--- src/core/ssa_consts.svh ---
`ifndef SSA_CONSTS_SVH
`define SSA_CONSTS_SVH

`define SSA_OFS_CTRL    8'h00
`define SSA_OFS_SYNC    8'h04
`define SSA_OFS_MASK    8'h08
`define SSA_OFS_CMD     8'h0C
`define SSA_OFS_OFLAGS  8'h10
`define SSA_OFS_TXDATA  8'h14
`define SSA_OFS_RXDATA  8'h18
`define SSA_OFS_STATUS  8'h1C

`define SSA_CTRL_RST    6'h00
`define SSA_SYNC_RST    8'h16
`define SSA_MASK_RST    8'h00
`define SSA_OFL_RST     3'h0
`define SSA_SEL_ADDR    8'hF0

`define SSA_MASK_RX_BIT 2
`define SSA_MASK_TX_BIT 1

`define SSA_CMD_SEL_BIT  8
`define SSA_CMD_INIT_BIT 9
`define SSA_CMD_DEVICE_CLEAR_CMD_BIT 10

`define SSA_ST_RXA_BIT  0
`define SSA_ST_TXN_BIT  1
`define SSA_ST_PERR_BIT 2
`define SSA_ST_SEL_BIT  3
`define SSA_ST_CTS_BIT  4
`define SSA_ST_IRQ_BIT  5
`define SSA_ST_LOCK_BIT 6

`define SSA_FRAME_MAX   4'd9

`endif

--- src/core/ssa_pkg.sv ---
`default_nettype none

package ssa_pkg;

    typedef struct packed {
        logic       sup;
        logic       ien;
        logic       odd;
        logic       par;
        logic [1:0] wcode;
    } ssa_ctrl_t;

    typedef struct packed {
        logic brk;
        logic rts;
        logic dtr;
    } ssa_oflags_t;

    typedef enum logic {
        SSA_HUNT = 1'b0,
        SSA_LOCK = 1'b1
    } ssa_rx_state_t;

endpackage : ssa_pkg

`default_nettype wire

--- src/core/ssa_top.sv ---
//Contract
// - Device clear drops the received-character-available flag.
// - Reading the received character drops the received-character-available flag.
// - Nothing is delivered before a sync character matching the programmed value.
// - Any 8-bit value serves as sync character for both directions.
// - Data width selectable as 8, 7, 6 or 5 bits.
// - Even or odd parity, generated on transmit and checked on receive.
// - A character arriving while available flag set raises parity-or-overrun.
// - Initialize clears the parity-or-overrun flag.
// - Device clear clears the parity-or-overrun flag.
// - After a read, a further good character leaves parity-or-overrun clear.
// - Break forcing the line mid-character yields a parity error.
// - Service mask zero: no interrupt for receive or transmit.
// - Receive mask bit set: interrupt only on received character.
// - Device clear resets a pending interrupt.
// - Transmit mask bit: interrupt only when transmitter can take a character.
// - Suppression option: no sync fill while request or clear to send is low.
// - Without the option sync fill continues regardless of handshake lines.
// - Initialize drops the received-character-available flag.
// - Transmit-needed sets on first select, clears on load, sets after sending.
// - Commands act only after select with matching address; initialize deselects. The code lets initialize act without select.
//
// Added by the designer: the placing of the registers and the APB slave port.
`timescale 1ns/1ps
`default_nettype none
`include "ssa_consts.svh"

module ssa_top #(
    parameter int         ADDR_W   = 8,
    parameter logic [7:0] SEL_ADDR = `SSA_SEL_ADDR
) (
    input  wire logic              CLK_I,
    input  wire logic              RSTN_I,
    input  wire logic              PSEL_I,
    input  wire logic              PENABLE_I,
    input  wire logic              PWRITE_I,
    input  wire logic [ADDR_W-1:0] PADDR_I,
    input  wire logic [31:0]       PWDATA_I,
    output logic      [31:0]       PRDATA_O,
    output logic                   PREADY_O,
    output logic                   PSLVERR_O,
    input  wire logic              LCLK_I,
    input  wire logic              RXD_I,
    input  wire logic              CTS_I,
    output logic                   TXD_O,
    output logic                   RTS_O,
    output logic                   DTR_O,
    output logic                   IRQ_O
);

    if (ADDR_W < 5) begin : g_chk
        $error("ADDR_W too small for the register map");
    end

    function automatic logic is_mapped(input logic [ADDR_W-1:0] a);
        logic [7:0] o;
        o = 8'(a);
        return (a[1:0] == 2'b00) && (o <= `SSA_OFS_STATUS) && (a == ADDR_W'(o));
    endfunction : is_mapped

    function automatic logic [3:0] frame_len(input ssa_pkg::ssa_ctrl_t c);
        return 4'd8 - {2'b00, c.wcode} + {3'b000, c.par};
    endfunction : frame_len

    // Data in the low bits, parity just above the last data bit
    function automatic logic [8:0] build_frame(input logic [7:0] d,
                                               input ssa_pkg::ssa_ctrl_t c);
        logic [7:0] m;
        logic       p;
        m = d & (8'hFF >> c.wcode);
        p = (^m) ^ c.odd;
        return c.par ? ({1'b0, m} | ({8'h00, p} << (4'd8 - {2'b00, c.wcode}))) : {1'b0, m};
    endfunction : build_frame

    ssa_pkg::ssa_ctrl_t   ctrl_ff;
    ssa_pkg::ssa_oflags_t ofl_ff;
    ssa_pkg::ssa_rx_state_t rx_state_ff;
    logic [7:0]  sync_ff;
    logic [7:0]  mask_ff;
    logic        sel_ff;
    logic        tx_need_ff;
    logic        tx_full_ff;
    logic [7:0]  tx_buf_ff;
    logic [8:0]  tx_sh_ff;
    logic [3:0]  tx_cnt_ff;
    logic        tx_data_ff;
    logic        txd_ff;
    logic [8:0]  rx_sh_ff;
    logic [3:0]  rx_cnt_ff;
    logic [7:0]  rx_data_ff;
    logic        rx_avail_ff;
    logic        perr_ff;
    logic        irq_ff;
    logic [31:0] prdata_ff;
    logic        lclk_q1_ff;
    logic        lclk_q2_ff;
    logic        lclk_q3_ff;
    logic        rxd_q1_ff;
    logic        rxd_q2_ff;
    logic        cts_q1_ff;
    logic        cts_q2_ff;

    // Link side inputs pass two flops; the third flop only serves edge finding
    always_ff @(posedge CLK_I or negedge RSTN_I) begin
        if (!RSTN_I) begin
            lclk_q1_ff <= 1'b0;
            lclk_q2_ff <= 1'b0;
            lclk_q3_ff <= 1'b0;
            rxd_q1_ff  <= 1'b1;
            rxd_q2_ff  <= 1'b1;
            cts_q1_ff  <= 1'b0;
            cts_q2_ff  <= 1'b0;
        end else begin
            lclk_q1_ff <= LCLK_I;
            lclk_q2_ff <= lclk_q1_ff;
            lclk_q3_ff <= lclk_q2_ff;
            rxd_q1_ff  <= RXD_I;
            rxd_q2_ff  <= rxd_q1_ff;
            cts_q1_ff  <= CTS_I;
            cts_q2_ff  <= cts_q1_ff;
        end
    end

    logic tick;
    assign tick = lclk_q2_ff & ~lclk_q3_ff;

    logic access;
    logic wr;
    logic rd;
    logic init_cmd;
    logic device_clear_cmd;
    logic input_read_cmd;
    logic output_flags_cmd;
    logic tx_load;
    logic sel_match;
    assign access   = PSEL_I & PENABLE_I;
    assign wr       = access & PWRITE_I & is_mapped(PADDR_I);
    assign rd       = access & ~PWRITE_I & is_mapped(PADDR_I);
    assign init_cmd = wr && PADDR_I == ADDR_W'(`SSA_OFS_CMD) && PWDATA_I[`SSA_CMD_INIT_BIT];
    assign sel_match = PWDATA_I[7:0] == SEL_ADDR;
    assign device_clear_cmd = wr && sel_ff && !init_cmd && PADDR_I == ADDR_W'(`SSA_OFS_CMD)
                              && PWDATA_I[`SSA_CMD_DEVICE_CLEAR_CMD_BIT];
    assign input_read_cmd   = rd && sel_ff && PADDR_I == ADDR_W'(`SSA_OFS_RXDATA);
    assign output_flags_cmd = wr && sel_ff && PADDR_I == ADDR_W'(`SSA_OFS_OFLAGS);
    assign tx_load = wr && sel_ff && !tx_full_ff && PADDR_I == ADDR_W'(`SSA_OFS_TXDATA);

    assign PREADY_O  = access;
    assign PSLVERR_O = access & ~is_mapped(PADDR_I);
    assign PRDATA_O  = prdata_ff;

    // Configuration registers
    always_ff @(posedge CLK_I or negedge RSTN_I) begin
        if (!RSTN_I) begin
            ctrl_ff <= `SSA_CTRL_RST;
            sync_ff <= `SSA_SYNC_RST;
            mask_ff <= `SSA_MASK_RST;
        end else if (wr) begin
            if (PADDR_I == ADDR_W'(`SSA_OFS_CTRL)) begin
                ctrl_ff <= PWDATA_I[5:0];
            end
            if (PADDR_I == ADDR_W'(`SSA_OFS_SYNC)) begin
                sync_ff <= PWDATA_I[7:0];
            end
            if (PADDR_I == ADDR_W'(`SSA_OFS_MASK)) begin
                mask_ff <= PWDATA_I[7:0];
            end
        end
    end

    // Select, and the modem output flags
    always_ff @(posedge CLK_I or negedge RSTN_I) begin
        if (!RSTN_I) begin
            sel_ff <= 1'b0;
            ofl_ff <= `SSA_OFL_RST;
        end else if (init_cmd) begin
            sel_ff <= 1'b0;
            ofl_ff <= `SSA_OFL_RST;
        end else begin
            if (wr && PADDR_I == ADDR_W'(`SSA_OFS_CMD) && PWDATA_I[`SSA_CMD_SEL_BIT]) begin
                sel_ff <= sel_match;
            end
            if (device_clear_cmd) begin
                ofl_ff <= `SSA_OFL_RST;
            end else if (output_flags_cmd) begin
                ofl_ff <= PWDATA_I[2:0];
            end
        end
    end

    assign RTS_O = ofl_ff.rts;
    assign DTR_O = ofl_ff.dtr;

    logic tx_last;
    logic fill_ok;
    logic sel_rise;
    assign tx_last  = tick && tx_cnt_ff <= 4'd1;
    assign fill_ok  = ~ctrl_ff.sup | (ofl_ff.rts & cts_q2_ff);
    assign sel_rise = wr && !sel_ff && PADDR_I == ADDR_W'(`SSA_OFS_CMD) && !init_cmd
                      && PWDATA_I[`SSA_CMD_SEL_BIT] && sel_match;

    // Holding buffer and transmit-needed flag
    always_ff @(posedge CLK_I or negedge RSTN_I) begin
        if (!RSTN_I) begin
            tx_buf_ff  <= 8'h00;
            tx_full_ff <= 1'b0;
            tx_need_ff <= 1'b0;
        end else begin
            if (tx_load) begin
                tx_buf_ff  <= PWDATA_I[7:0];
                tx_full_ff <= 1'b1;
            end else if (tx_last || init_cmd) begin
                tx_full_ff <= 1'b0;
            end
            if (tx_last && tx_data_ff && tx_cnt_ff == 4'd1) begin
                tx_need_ff <= 1'b1;
            end else if (sel_rise) begin
                tx_need_ff <= 1'b1;
            end else if (tx_load) begin
                tx_need_ff <= 1'b0;
            end
        end
    end

    // Shifter: next frame is the buffered character, else sync fill, else idle mark
    always_ff @(posedge CLK_I or negedge RSTN_I) begin
        if (!RSTN_I) begin
            tx_sh_ff   <= 9'h1FF;
            tx_cnt_ff  <= 4'd0;
            tx_data_ff <= 1'b0;
        end else if (tick) begin
            if (tx_cnt_ff > 4'd1) begin
                tx_sh_ff  <= {1'b1, tx_sh_ff[8:1]};
                tx_cnt_ff <= tx_cnt_ff - 4'd1;
            end else if (tx_full_ff) begin
                tx_sh_ff   <= build_frame(tx_buf_ff, ctrl_ff);
                tx_cnt_ff  <= frame_len(ctrl_ff);
                tx_data_ff <= 1'b1;
            end else if (fill_ok) begin
                tx_sh_ff   <= build_frame(sync_ff, ctrl_ff);
                tx_cnt_ff  <= frame_len(ctrl_ff);
                tx_data_ff <= 1'b0;
            end else begin
                tx_cnt_ff  <= 4'd0;
                tx_data_ff <= 1'b0;
            end
        end
    end

    // Break holds the line low; a mid-frame break spoils the parity at the far end
    always_ff @(posedge CLK_I or negedge RSTN_I) begin
        if (!RSTN_I) begin
            txd_ff <= 1'b1;
        end else begin
            txd_ff <= ofl_ff.brk ? 1'b0 : (tx_cnt_ff != 4'd0 ? tx_sh_ff[0] : 1'b1);
        end
    end
    assign TXD_O = txd_ff;

    logic [8:0] rx_nxt;
    logic [8:0] rx_frame;
    logic       rx_done;
    logic       rx_is_sync;
    logic       rx_good;
    logic       deliver;
    assign rx_nxt     = {rxd_q2_ff, rx_sh_ff[8:1]};
    assign rx_frame   = rx_nxt >> (`SSA_FRAME_MAX - frame_len(ctrl_ff));
    assign rx_is_sync = rx_frame == build_frame(sync_ff, ctrl_ff);
    assign rx_good    = rx_frame == build_frame(rx_frame[7:0], ctrl_ff);
    assign rx_done    = tick && rx_state_ff == ssa_pkg::SSA_LOCK
                        && rx_cnt_ff + 4'd1 == frame_len(ctrl_ff);
    // Fill is stripped; the flip side is that a data byte equal to sync is lost
    assign deliver    = rx_done && !rx_is_sync;

    always_ff @(posedge CLK_I or negedge RSTN_I) begin
        if (!RSTN_I) begin
            rx_sh_ff    <= 9'h1FF;
            rx_cnt_ff   <= 4'd0;
            rx_state_ff <= ssa_pkg::SSA_HUNT;
        end else if (init_cmd || device_clear_cmd) begin
            rx_cnt_ff   <= 4'd0;
            rx_state_ff <= ssa_pkg::SSA_HUNT;
        end else if (tick) begin
            rx_sh_ff <= rx_nxt;
            if (rx_state_ff == ssa_pkg::SSA_HUNT) begin
                if (rx_is_sync) begin
                    rx_state_ff <= ssa_pkg::SSA_LOCK;
                end
                rx_cnt_ff <= 4'd0;
            end else if (rx_done) begin
                rx_cnt_ff <= 4'd0;
            end else begin
                rx_cnt_ff <= rx_cnt_ff + 4'd1;
            end
        end
    end

    // Arrival wins over any clear in the same cycle
    always_ff @(posedge CLK_I or negedge RSTN_I) begin
        if (!RSTN_I) begin
            rx_data_ff  <= 8'h00;
            rx_avail_ff <= 1'b0;
            perr_ff     <= 1'b0;
        end else if (deliver) begin
            rx_data_ff  <= rx_frame[7:0] & (8'hFF >> ctrl_ff.wcode);
            rx_avail_ff <= 1'b1;
            perr_ff     <= !rx_good || (rx_avail_ff && !input_read_cmd);
        end else begin
            if (init_cmd || device_clear_cmd || input_read_cmd) begin
                rx_avail_ff <= 1'b0;
            end
            if (init_cmd || device_clear_cmd) begin
                perr_ff <= 1'b0;
            end
        end
    end

    logic irq_rx;
    logic irq_tx;
    assign irq_rx = ctrl_ff.ien & mask_ff[`SSA_MASK_RX_BIT] & rx_avail_ff;
    assign irq_tx = ctrl_ff.ien & mask_ff[`SSA_MASK_TX_BIT] & tx_need_ff & ~tx_full_ff;

    // Pending request follows its cause; device clear drops it, but a standing transmit cause raises it again next cycle
    always_ff @(posedge CLK_I or negedge RSTN_I) begin
        if (!RSTN_I) begin
            irq_ff <= 1'b0;
        end else if (init_cmd || device_clear_cmd) begin
            irq_ff <= 1'b0;
        end else begin
            irq_ff <= irq_rx | irq_tx;
        end
    end
    assign IRQ_O = irq_ff;

    logic [31:0] rd_val;
    always_comb begin
        rd_val = 32'h0000_0000;
        unique case (8'(PADDR_I))
            `SSA_OFS_CTRL:   rd_val[5:0] = ctrl_ff;
            `SSA_OFS_SYNC:   rd_val[7:0] = sync_ff;
            `SSA_OFS_MASK:   rd_val[7:0] = mask_ff;
            `SSA_OFS_OFLAGS: rd_val[2:0] = ofl_ff;
            `SSA_OFS_RXDATA: rd_val[7:0] = rx_data_ff;
            `SSA_OFS_STATUS: begin
                rd_val[`SSA_ST_RXA_BIT]  = rx_avail_ff;
                rd_val[`SSA_ST_TXN_BIT]  = tx_need_ff;
                rd_val[`SSA_ST_PERR_BIT] = perr_ff;
                rd_val[`SSA_ST_SEL_BIT]  = sel_ff;
                rd_val[`SSA_ST_CTS_BIT]  = cts_q2_ff;
                rd_val[`SSA_ST_IRQ_BIT]  = irq_ff;
                rd_val[`SSA_ST_LOCK_BIT] = rx_state_ff == ssa_pkg::SSA_LOCK;
            end
            default:         rd_val = 32'h0000_0000;
        endcase
    end

    // Read data latched in the setup phase so it stands for the access phase
    always_ff @(posedge CLK_I or negedge RSTN_I) begin
        if (!RSTN_I) begin
            prdata_ff <= 32'h0000_0000;
        end else if (PSEL_I && !PENABLE_I && !PWRITE_I) begin
            prdata_ff <= rd_val;
        end
    end
endmodule : ssa_top

`default_nettype wire

--- config.mk ---
export PLATFORM = sky130hd
export DESIGN_NAME = ssa_top
export DESIGN_NICKNAME = d
export VERILOG_FILES = /design/src/core/ssa_pkg.sv /design/src/core/ssa_top.sv
export VERILOG_INCLUDE_DIRS = /design/src /design/src/core
export SDC_FILE = /design/constraint.sdc
export NUM_CORES = 1
export LEC_CHECK = 0
export BUFFER_PORTS_ARGS = -buffer_cell sky130_fd_sc_hd__buf_2
export CORE_MARGIN = 3
export CORE_UTILIZATION = 25
export CTS_BUF_LIST = sky130_fd_sc_hd__clkbuf_4
export DETAILED_ROUTE_END_ITERATION = 8
export PLACE_DENSITY_LB_ADDON = 0.05
export SKIP_CTS_REPAIR_TIMING = 1
export SLEW_MARGIN = 15
export SYNTH_ARGS = -nofsm -noshare
export SYNTH_HDL_FRONTEND = slang
export SYNTH_SLANG_ARGS = --single-unit
--- constraint.sdc ---
create_clock -name CLK_I -period 7 [get_ports CLK_I]
set_clock_uncertainty 0.05 [all_clocks]
set_input_delay 1.75 -clock CLK_I [delete_from_list [all_inputs] [get_ports CLK_I]]
set_output_delay 1.75 -clock CLK_I [all_outputs]
set_load 0.01 [all_outputs]
== Yosys cells after proc, flatten, opt, wreduce, memory -nomap -nowiden ==
Index checks and enable logic that the tools add are counted.
W data, S select, Z words.

* Add/subtract/negate cells: 5
* Multiply operators: 0
* Divide/modulo/power cells: 0
* Order comparisons: 3
* Eq/ne operators: 12
* Shift-type cells: 5
* Mux-type cells: 39
* Bitwise gates (word level): 31
* Reduce and logical (&&, ||, !) cells: 59

{| class="wikitable"
|+ Operator list
! kind !! count
|-
| $mux W9 || 6
|-
| $eq A8 B5 Y1 const B || 4
|-
| $mux W4 || 7
|-
| $logic_and A1 B1 Y1 || 27
|-
| $or A8 B9 Y9 || 3
|-
| $shl A1 B4 Y9 || 3
|-
| $and A8 B8 Y8 || 3
|-
| $reduce_xor A8 Y1 || 3
|-
| $mux W1 || 19
|-
| $eq A9 B9 Y1 || 2
|-
| $pmux W3 S6 || 1
|-
| $eq A8 B4 Y1 const B || 2
|-
| $pmux W3 S5 || 1
|-
| $and A1 B1 Y1 || 13
|-
| $reduce_and A2 Y1 || 6
|-
| $reduce_bool A2 Y1 || 5
|-
| $mux W3 || 3
|-
| $reduce_bool A3 Y1 || 3
|-
| $shr A9 B4 Y9 || 1
|-
| $eq A8 B3 Y1 const B || 1
|-
| $eq A8 B8 Y1 const B || 1
|-
| $le A8 B5 Y1 const B || 1
|-
| $logic_not A1 Y1 || 8
|-
| $logic_not A8 Y1 || 1
|-
| 18 further kinds || 30
|}

* Register bits after elaboration: 91
* Latch bits: 0
* Bits in writable memories: 0
* ROM bits: 0
* Input port bits: 48
* Output and inout port bits: 38
* Word-level logic and storage cells: 187
* Memories: 0

== Depth between registers and ports, before layout ==
Gate-level depths: netlist of run 1.

* Depth in word-level cells: 14
* Gate-level depth with buffers: 14

== Worst setup path after synthesis of run 1 ==
Ideal clock, no wire load.

* Kind: input to output
* From: input port PADDR_I[5]
* To: output port PSLVERR_O
* Data arrival time: 2.199 ns
* Required time: 5.200 ns
* Path slack: 3.001 ns
* Stages: 2
* Path buffers: 0
* Cell sequence: nor3_1 a21oi_1

* Longest elaborated chain between the ends: 4

{| class="wikitable"
|+ RTL lines
! what !! line !! source
|-
| from (decl) || ssa_top.sv:37 || <nowiki>input wire logic [ADDR_W-1:0] PADDR_I,</nowiki>
|-
| $le A8 B5 Y1 (no source line) || -- ||
|-
| $logic_and A1 B1 Y1 || ssa_top.sv:58 || <nowiki>return (a[1:0] == 2'b00) && (o <= `SSA_OFS_STATUS) && (a == ADDR_W'(o));</nowiki>
|-
| $not A1 Y1 || ssa_top.sv:148 || <nowiki>assign PSLVERR_O = access & ~is_mapped(PADDR_I);</nowiki>
|-
| $and A1 B1 Y1 || ssa_top.sv:148 ||
|-
| to (decl) || ssa_top.sv:41 || <nowiki>output logic PSLVERR_O,</nowiki>
|}

Every way passes these cells.

== Worst setup path in the final report of run 1 ==
* From: register ctrl_ff[0] (netlist name)
* To: register rx_data_ff[6]

* Longest elaborated chain between the ends: 10
* Elaborated cells on any way between the ends: 17
* Classes of those cells: add/sub (3); eq/ne (2); shift (3); mux (1); bitwise (4); reduce/logical (4)

{| class="wikitable"
|+ RTL lines
! what !! line !! source
|-
| from (decl) || ssa_top.sv:75 || <nowiki>ssa_pkg::ssa_ctrl_t ctrl_ff;</nowiki>
|-
| from (signal assigned) || ssa_top.sv:154 || <nowiki>ctrl_ff <= `SSA_CTRL_RST;</nowiki>
|-
| from (signal assigned) || ssa_top.sv:159 || <nowiki>ctrl_ff <= PWDATA_I[5:0];</nowiki>
|-
| branches (longest 10 deep; another with $sub A4 B2 Y4) || -- ||
|-
| to (signal assigned) || ssa_top.sv:304 || <nowiki>rx_data_ff <= rx_frame[7:0] & (8'hFF >> ctrl_ff.wcode);</nowiki>
|-
| to (decl) || ssa_top.sv:90 || <nowiki>logic [7:0] rx_data_ff;</nowiki>
|}

Parallel ways; which one is timed is not known.
A chain may end at the register's enable or synchronous reset.

==> results of run 1 <==
[area by class of cell]
type                       instances  share of cell area, %
tap                              275                   5.70
inverter                          19                   1.18
clock buffer                      10                   1.24
clock inverter                     6                   1.24
sequential                        90                   37.8
timing repair buffer              48                   4.35
multi-input combinational        427                   48.4
antenna                            2                 0.0829
[layout by cell type (no fill, tap or decap), drive strengths merged, types with 3 or more instances in the layout]
cell / n
dfstp: 23
clkbuf: 10
inv: 21
o22ai: 5
nand2b: 7
mux2i: 17
nor4: 3
nand3b: 4
dfrtp: 67
xor2: 7
mux2: 39
nand2: 47
a22o: 4
or3: 4
o21ai: 37
o211ai: 4
nor3: 10
nand3: 14
or4: 3
nor3b: 4
buf: 48
nor2b: 7
a31oi: 12
a22oi: 11
and3: 5
and2: 3
conb: 24
a222oi: 3
ha: 8
a21oi: 26
a221oi: 3
nor2: 50
xnor2: 31
mux4: 3
[how the worst max path moves through the flow]
stage,start,end,slack (ns)
floorplan,PADDR_I[5],PSLVERR_O,3.00
global placement,ctrl_ff[0],rx_data_ff[6],2.40
detailed placement,ctrl_ff[0],rx_data_ff[5],2.40
global route,ctrl_ff[0],rx_data_ff[7],2.08
finish,ctrl_ff[0],rx_data_ff[6],2.31
CTS,ctrl_ff[0],rx_data_ff[6],2.35
[registers in the layout (all words and copies together) (netlist names), 4 cells and up]
name / cells
PRDATA_O: 8
ctrl_ff: 6
mask_ff: 8
rx_cnt_ff: 4
rx_data_ff: 8
rx_sh_ff: 8
sync_ff: 8
tx_buf_ff: 8
tx_cnt_ff: 4
tx_sh_ff: 9
[stage by stage]
stage / cell area, µm² / utilization (%) / power (mW)
after floorplan: 5550 / - / 1.02
after global placement: 5880 / 27.7 / 1.15
after detailed placement: 5880 / 27.7 / 1.16
after CTS: 6030 / 28.4 / 1.50
after global routing: 6030 / 28.4 / 1.58
final: 6030 / 28.4 / 1.47
[report_power, final]
part | switching (mW) | total [mW] | internal, mW
Clock | 0.214 | 0.332 | 0.118
Combinational | 0.232 | 0.410 | 0.178
Sequential | 0.0893 | 0.731 | 0.641
Total | 0.535 | 1.47 | 0.938
[logic make-up (layout without fill, tap and decap cells)]
kind of cell | Yosys count | after routing | share of synthesized area [%]
buf+inv | 65 | 83 | 6.53
fa+ha+maj | 9 | 9 | 2.20
simple gates | 167 | 167 | 14.6
flops | 90 | 90 | 41.8
other cells | 1 | 26 | 0.0687
compound gates | 128 | 128 | 15.2
mux | 59 | 59 | 12.7
xor+xnor | 40 | 40 | 6.92
[layer usage]
layer	vias up	GRT usage (%)	routed length [µm]
met5	-	0	0
met4	0	2.99	155
met3	12	2.42	631
met2	89	22.4	7780
met1	2149	22.0	8690
li1	2029	-	-
[worst max-delay path: stages, from the launching register on]
cell	delay (ns)
dfrtp_1	0.65
inv_1	0.30
fa_1	1.09
nand2b_1	0.27
nor2_1	0.13
nand3_1	0.12
o21ai_0	0.08
a2111o_1	0.29
or4_1	0.54
o41a_1	0.66
mux2_4	0.38
==> out/summary.txt, run 1 <==
Hold_sp - rxd_q1_ff
CTS H-tree depth - 3
Synth cell count leaders - dfrtp_1, nor2_1, nand2_1
Vias - 4279
Leakage - 2.57 nW
Final setup viols - 0
Worst R2R Path Depth - 10
Crit path kind - reg -> reg
Final Hold Violating Endpoints - 0
Fill cells - 2290
Clk_lat worst skew - 0.48 ns
Cell area after synthesis - 5460 µm²
Worst Path Arrival - 5.02 ns
Die Wd - 154 µm
Cell Pwr Density - 244 nW/µm²
Register bit total from synthesis - 90
RSZ-0062 raised after global routing - false
Hold Crit Class - reg -> reg
DR iter-0 viols - 247
Top-count cell post-synth - dfrtp_1
Area share of the largest cell type after synthesis - 30.7%
Number of top-level pins - 86
Fmax - 213 MHz
Vias in the first global route - 4298
Hold WS - 0.316 ns
Sequential area share after synthesis - 41.8%
Clock slew at reported path FFs - 0.17 ns
Top FF cell, synth - dfrtp_1
First-pass GRT wire length - 26800 µm
Multi-input gate area - 2920 µm²
Layout cells sized above 1 - 22.5%
GP Congestion - 0.823
Pre-antenna DRT Iters - 4
Largest net degree at the start of global routing - 63
Critical Path Source Type - flip-flop
Core footprint - 21200 µm²
Hold path endpoint - rxd_q2_ff
MaxCap Viol Count - 0
Period minus WS final - 4.69 ns
Worst Path Max Fanout - 18
Routed vias/inst - 4.88
Reg area - 2280 µm²
Crit share post-route - 67.1%
CTS Buf Count - 9
Final net count - 652
Wirelength per Cell - 19.7 µm
Area Overhead vs Synth - 10.5%
Cell taking the most area after synthesis - dfrtp_1
Reg2Reg Capture Point - rx_data_ff[6]
IO Port Bufs - 40
Die Y - 154 µm
R2R Setup Slk - 2.31 ns
# rows - 53
Initial Utilization - 25.7%
CTS tree - built
Initial antenna violation count - 1
Synth area leaders - dfrtp_1, dfstp_2, mux2_2
Crit path capture type - flip-flop
Min-Delay Path Depth - 0
Total grt overflow - 0
Outcome - complete, no violations
Clk root buf - clkbuf_4
Yosys synthesis warning count - 0
DP HPWL - 12700 µm
Longest Clk Path Bufs - 2
Number of flops mapped to enable cells by yosys - 0
Total die area - 23700 µm²
GRT Util Overall - 14.7%
Reg2reg start - ctrl_ff[0]
VDD IR max - 0.0000951 V
CTS sink cnt - 90
Post-Place Cells - 859
Cells after synthesis - 559
DRC violations left - 0
Cell variety after synth - 65
Post-synth ARST share - 100%
DRT antenna net count - 0
Critical Path RT - 7.32 ns
Synthesized area per cell - 9.77 µm²
Worst setup margin - 2.31 ns
Post-Layout Cell Count - 877
Worst slack, placed - 2.40 ns
DRT Wirelength - 17300 µm
Setup TNS - 0 ns
Worst slew margin - 30.4%
Max Slew Vio Count - 0
Worst Tran Pin Value - 1.04 ns
Note: power is estimated with default switching activity, not from simulation.
==> inputs of run 2 (changes only) <==
==> constraint.sdc (replaced) <==
create_clock -name CLK_I -period 4.4 [get_ports CLK_I]
set_clock_uncertainty 0.05 [all_clocks]
set_input_delay 1.1 -clock CLK_I [delete_from_list [all_inputs] [get_ports CLK_I]]
set_output_delay 1.1 -clock CLK_I [all_outputs]
set_load 0.01 [all_outputs]
==> run 2 against run 1 <==
  * Worst hold slack got worse by 0.023 ns
  * Maximum frequency rose by 15%
  * Clock power rose by 52%
  * Flip-flop and latch count did not move
==> out/summary.txt, run 2 (synthesis gave the netlist of run 1 again) <==
Leakage - 2.64 nW
Worst Tran Pin Value - 0.991 ns
Commonest non-fill, non-tap cell in the layout - dfrtp_1
Layout cells sized above 1 - 24.2%
RSZ-0062 raised after global routing - false
CTS H-tree depth - 3
Clock slew at reported path FFs - 0.17 ns
Worst slew margin - 33.5%
DP HPWL - 12900 µm
GRT Util Overall - 14.7%
First-pass GRT wire length - 26500 µm
Internal Power - 1.49 mW
Most flops, register - tx_sh_ff
Number of top-level pins - 86
Sw frac - 36.0%
Clk root buf - clkbuf_4
# rows - 53
Setup TNS - 0 ns
Max Slew Vio Count - 0
Cell Pwr Density - 379 nW/µm²
Pre-antenna DRT Iters - 5
Routed vias/inst - 4.84
Max reg flops - 9
Total grt overflow - 0
Initial Utilization - 25.7%
Post-place instance area - 5990 µm²
Logic pwr share - 28.3%
Final setup viols - 0
Hold WS - 0.293 ns
Core footprint - 21200 µm²
Die Wd - 154 µm
GP Congestion - 0.837
P_sw - 0.836 mW
Final Cell Area - 6140 µm²
Worst Path Arrival - 4.42 ns
Die Y - 154 µm
DRC violations left - 0
Total die area - 23700 µm²
Clk_lat worst skew - 0.49 ns
Fmax - 244 MHz
Seq pwr share - 50.0%
IO Port Bufs - 40
Area Overhead vs Synth - 12.4%
Period minus WS final - 4.10 ns
Clk pwr share - 21.7%
Final Hold Violating Endpoints - 0
CTS sink cnt - 90
Final net count - 668
Outcome - complete, no violations
VDD IR max - 0.000149 V
CTS tree - built
Critical Path Source Type - flip-flop
MaxCap Viol Count - 0
Critical Path RT - 4.72 ns
Crit path kind - reg -> reg
Crit share post-route - 93.2%
Wirelength per Cell - 19.3 µm
Crit path capture type - flip-flop
Longest Clk Path Bufs - 2
Worst Path Max Fanout - 11
Vias in the first global route - 4254
DR iter-0 viols - 317
Initial antenna violation count - 1
Largest net degree at the start of global routing - 61
CTS Buf Count - 9
DRT antenna net count - 0
Most frequent cells in the layout - dfrtp_1, nor2_1, nand2_1, buf_2, o21ai_0
DRT Wirelength - 17200 µm
Vias - 4320
Pwr Total - 2.33 mW
Hold Crit Class - reg -> reg
## run 2: cell count changes in the layout (fill, tap and decap cells not counted), sizes merged
cell / change
clkinv: +1
buf: +16
clkbuf: -1
diode: -1
## run 2: power by group through the flow
stage	Clock, mW	Combinational (mW)	Sequential [mW]
after floorplan	0	0.504	1.13
after global routing	0.565	0.752	1.19
after detailed placement	0	0.666	1.18
after global placement	0	0.658	1.18
after CTS	0.543	0.669	1.16
final	0.506	0.658	1.16
## run 2: through the flow
stage          utilization, %  worst slack [ns]  cells
2_1_floorplan               -             0.715    582
3_3_place_gp             28.2             0.307    875
3_5_place_dp             28.2             0.339    875
4_1_cts                  28.9             0.325    891
5_1_grt                  28.9            0.0813    892
6_report                 28.9             0.301    892
## run 2: layer usage
metal	up-vias	wire length [µm]	GRT usage, %
met5	-	0	0
met4	0	283	3.83
met3	14	622	2.56
met2	88	7670	21.6
met1	2148	8600	22.1
li1	2070	-	-
## run 2: worst paths after layout
| check | cells past startpoint | startpoint | endpoint | slack (ns) |
|---|---|---|---|---|
| worst max register to register | 9 | ctrl_ff[0] | rx_data_ff[5] | 0.30 |
| max in group asynchronous | 2 | RSTN_I | rxd_q1_ff | 2.78 |
| worst min register to register | 0 | rxd_q1_ff | rxd_q2_ff | 0.29 |
| worst min-delay path | 0 | rxd_q1_ff | rxd_q2_ff | 0.29 |
| worst max-delay path | 9 | ctrl_ff[0] | rx_data_ff[5] | 0.30 |
| min in group asynchronous | 1 | RSTN_I | lclk_q1_ff | 0.62 |
## run 2: worst max-delay path: stages, from the launching register on
cell	delay, ns
dfrtp_1	0.49
ha_1	0.61
mux2i_2	0.39
mux2i_1	0.21
a22oi_2	0.21
nor2_1	0.05
a2111o_1	0.39
or4_1	0.54
o41a_1	0.66
mux2_4	0.38
## run 2: area by class of cell
class,instances,area (µm²)
Sequential cell,90,2280
Timing Repair Buffer,64,383
Clock inverter,7,76.3
Inverter,19,71.3
Clock buffer,9,67.6
Tap cell,275,344
Antenna cell,1,2.50
Fill cell,2257,15100
Multi-Input combinational cell,427,2920
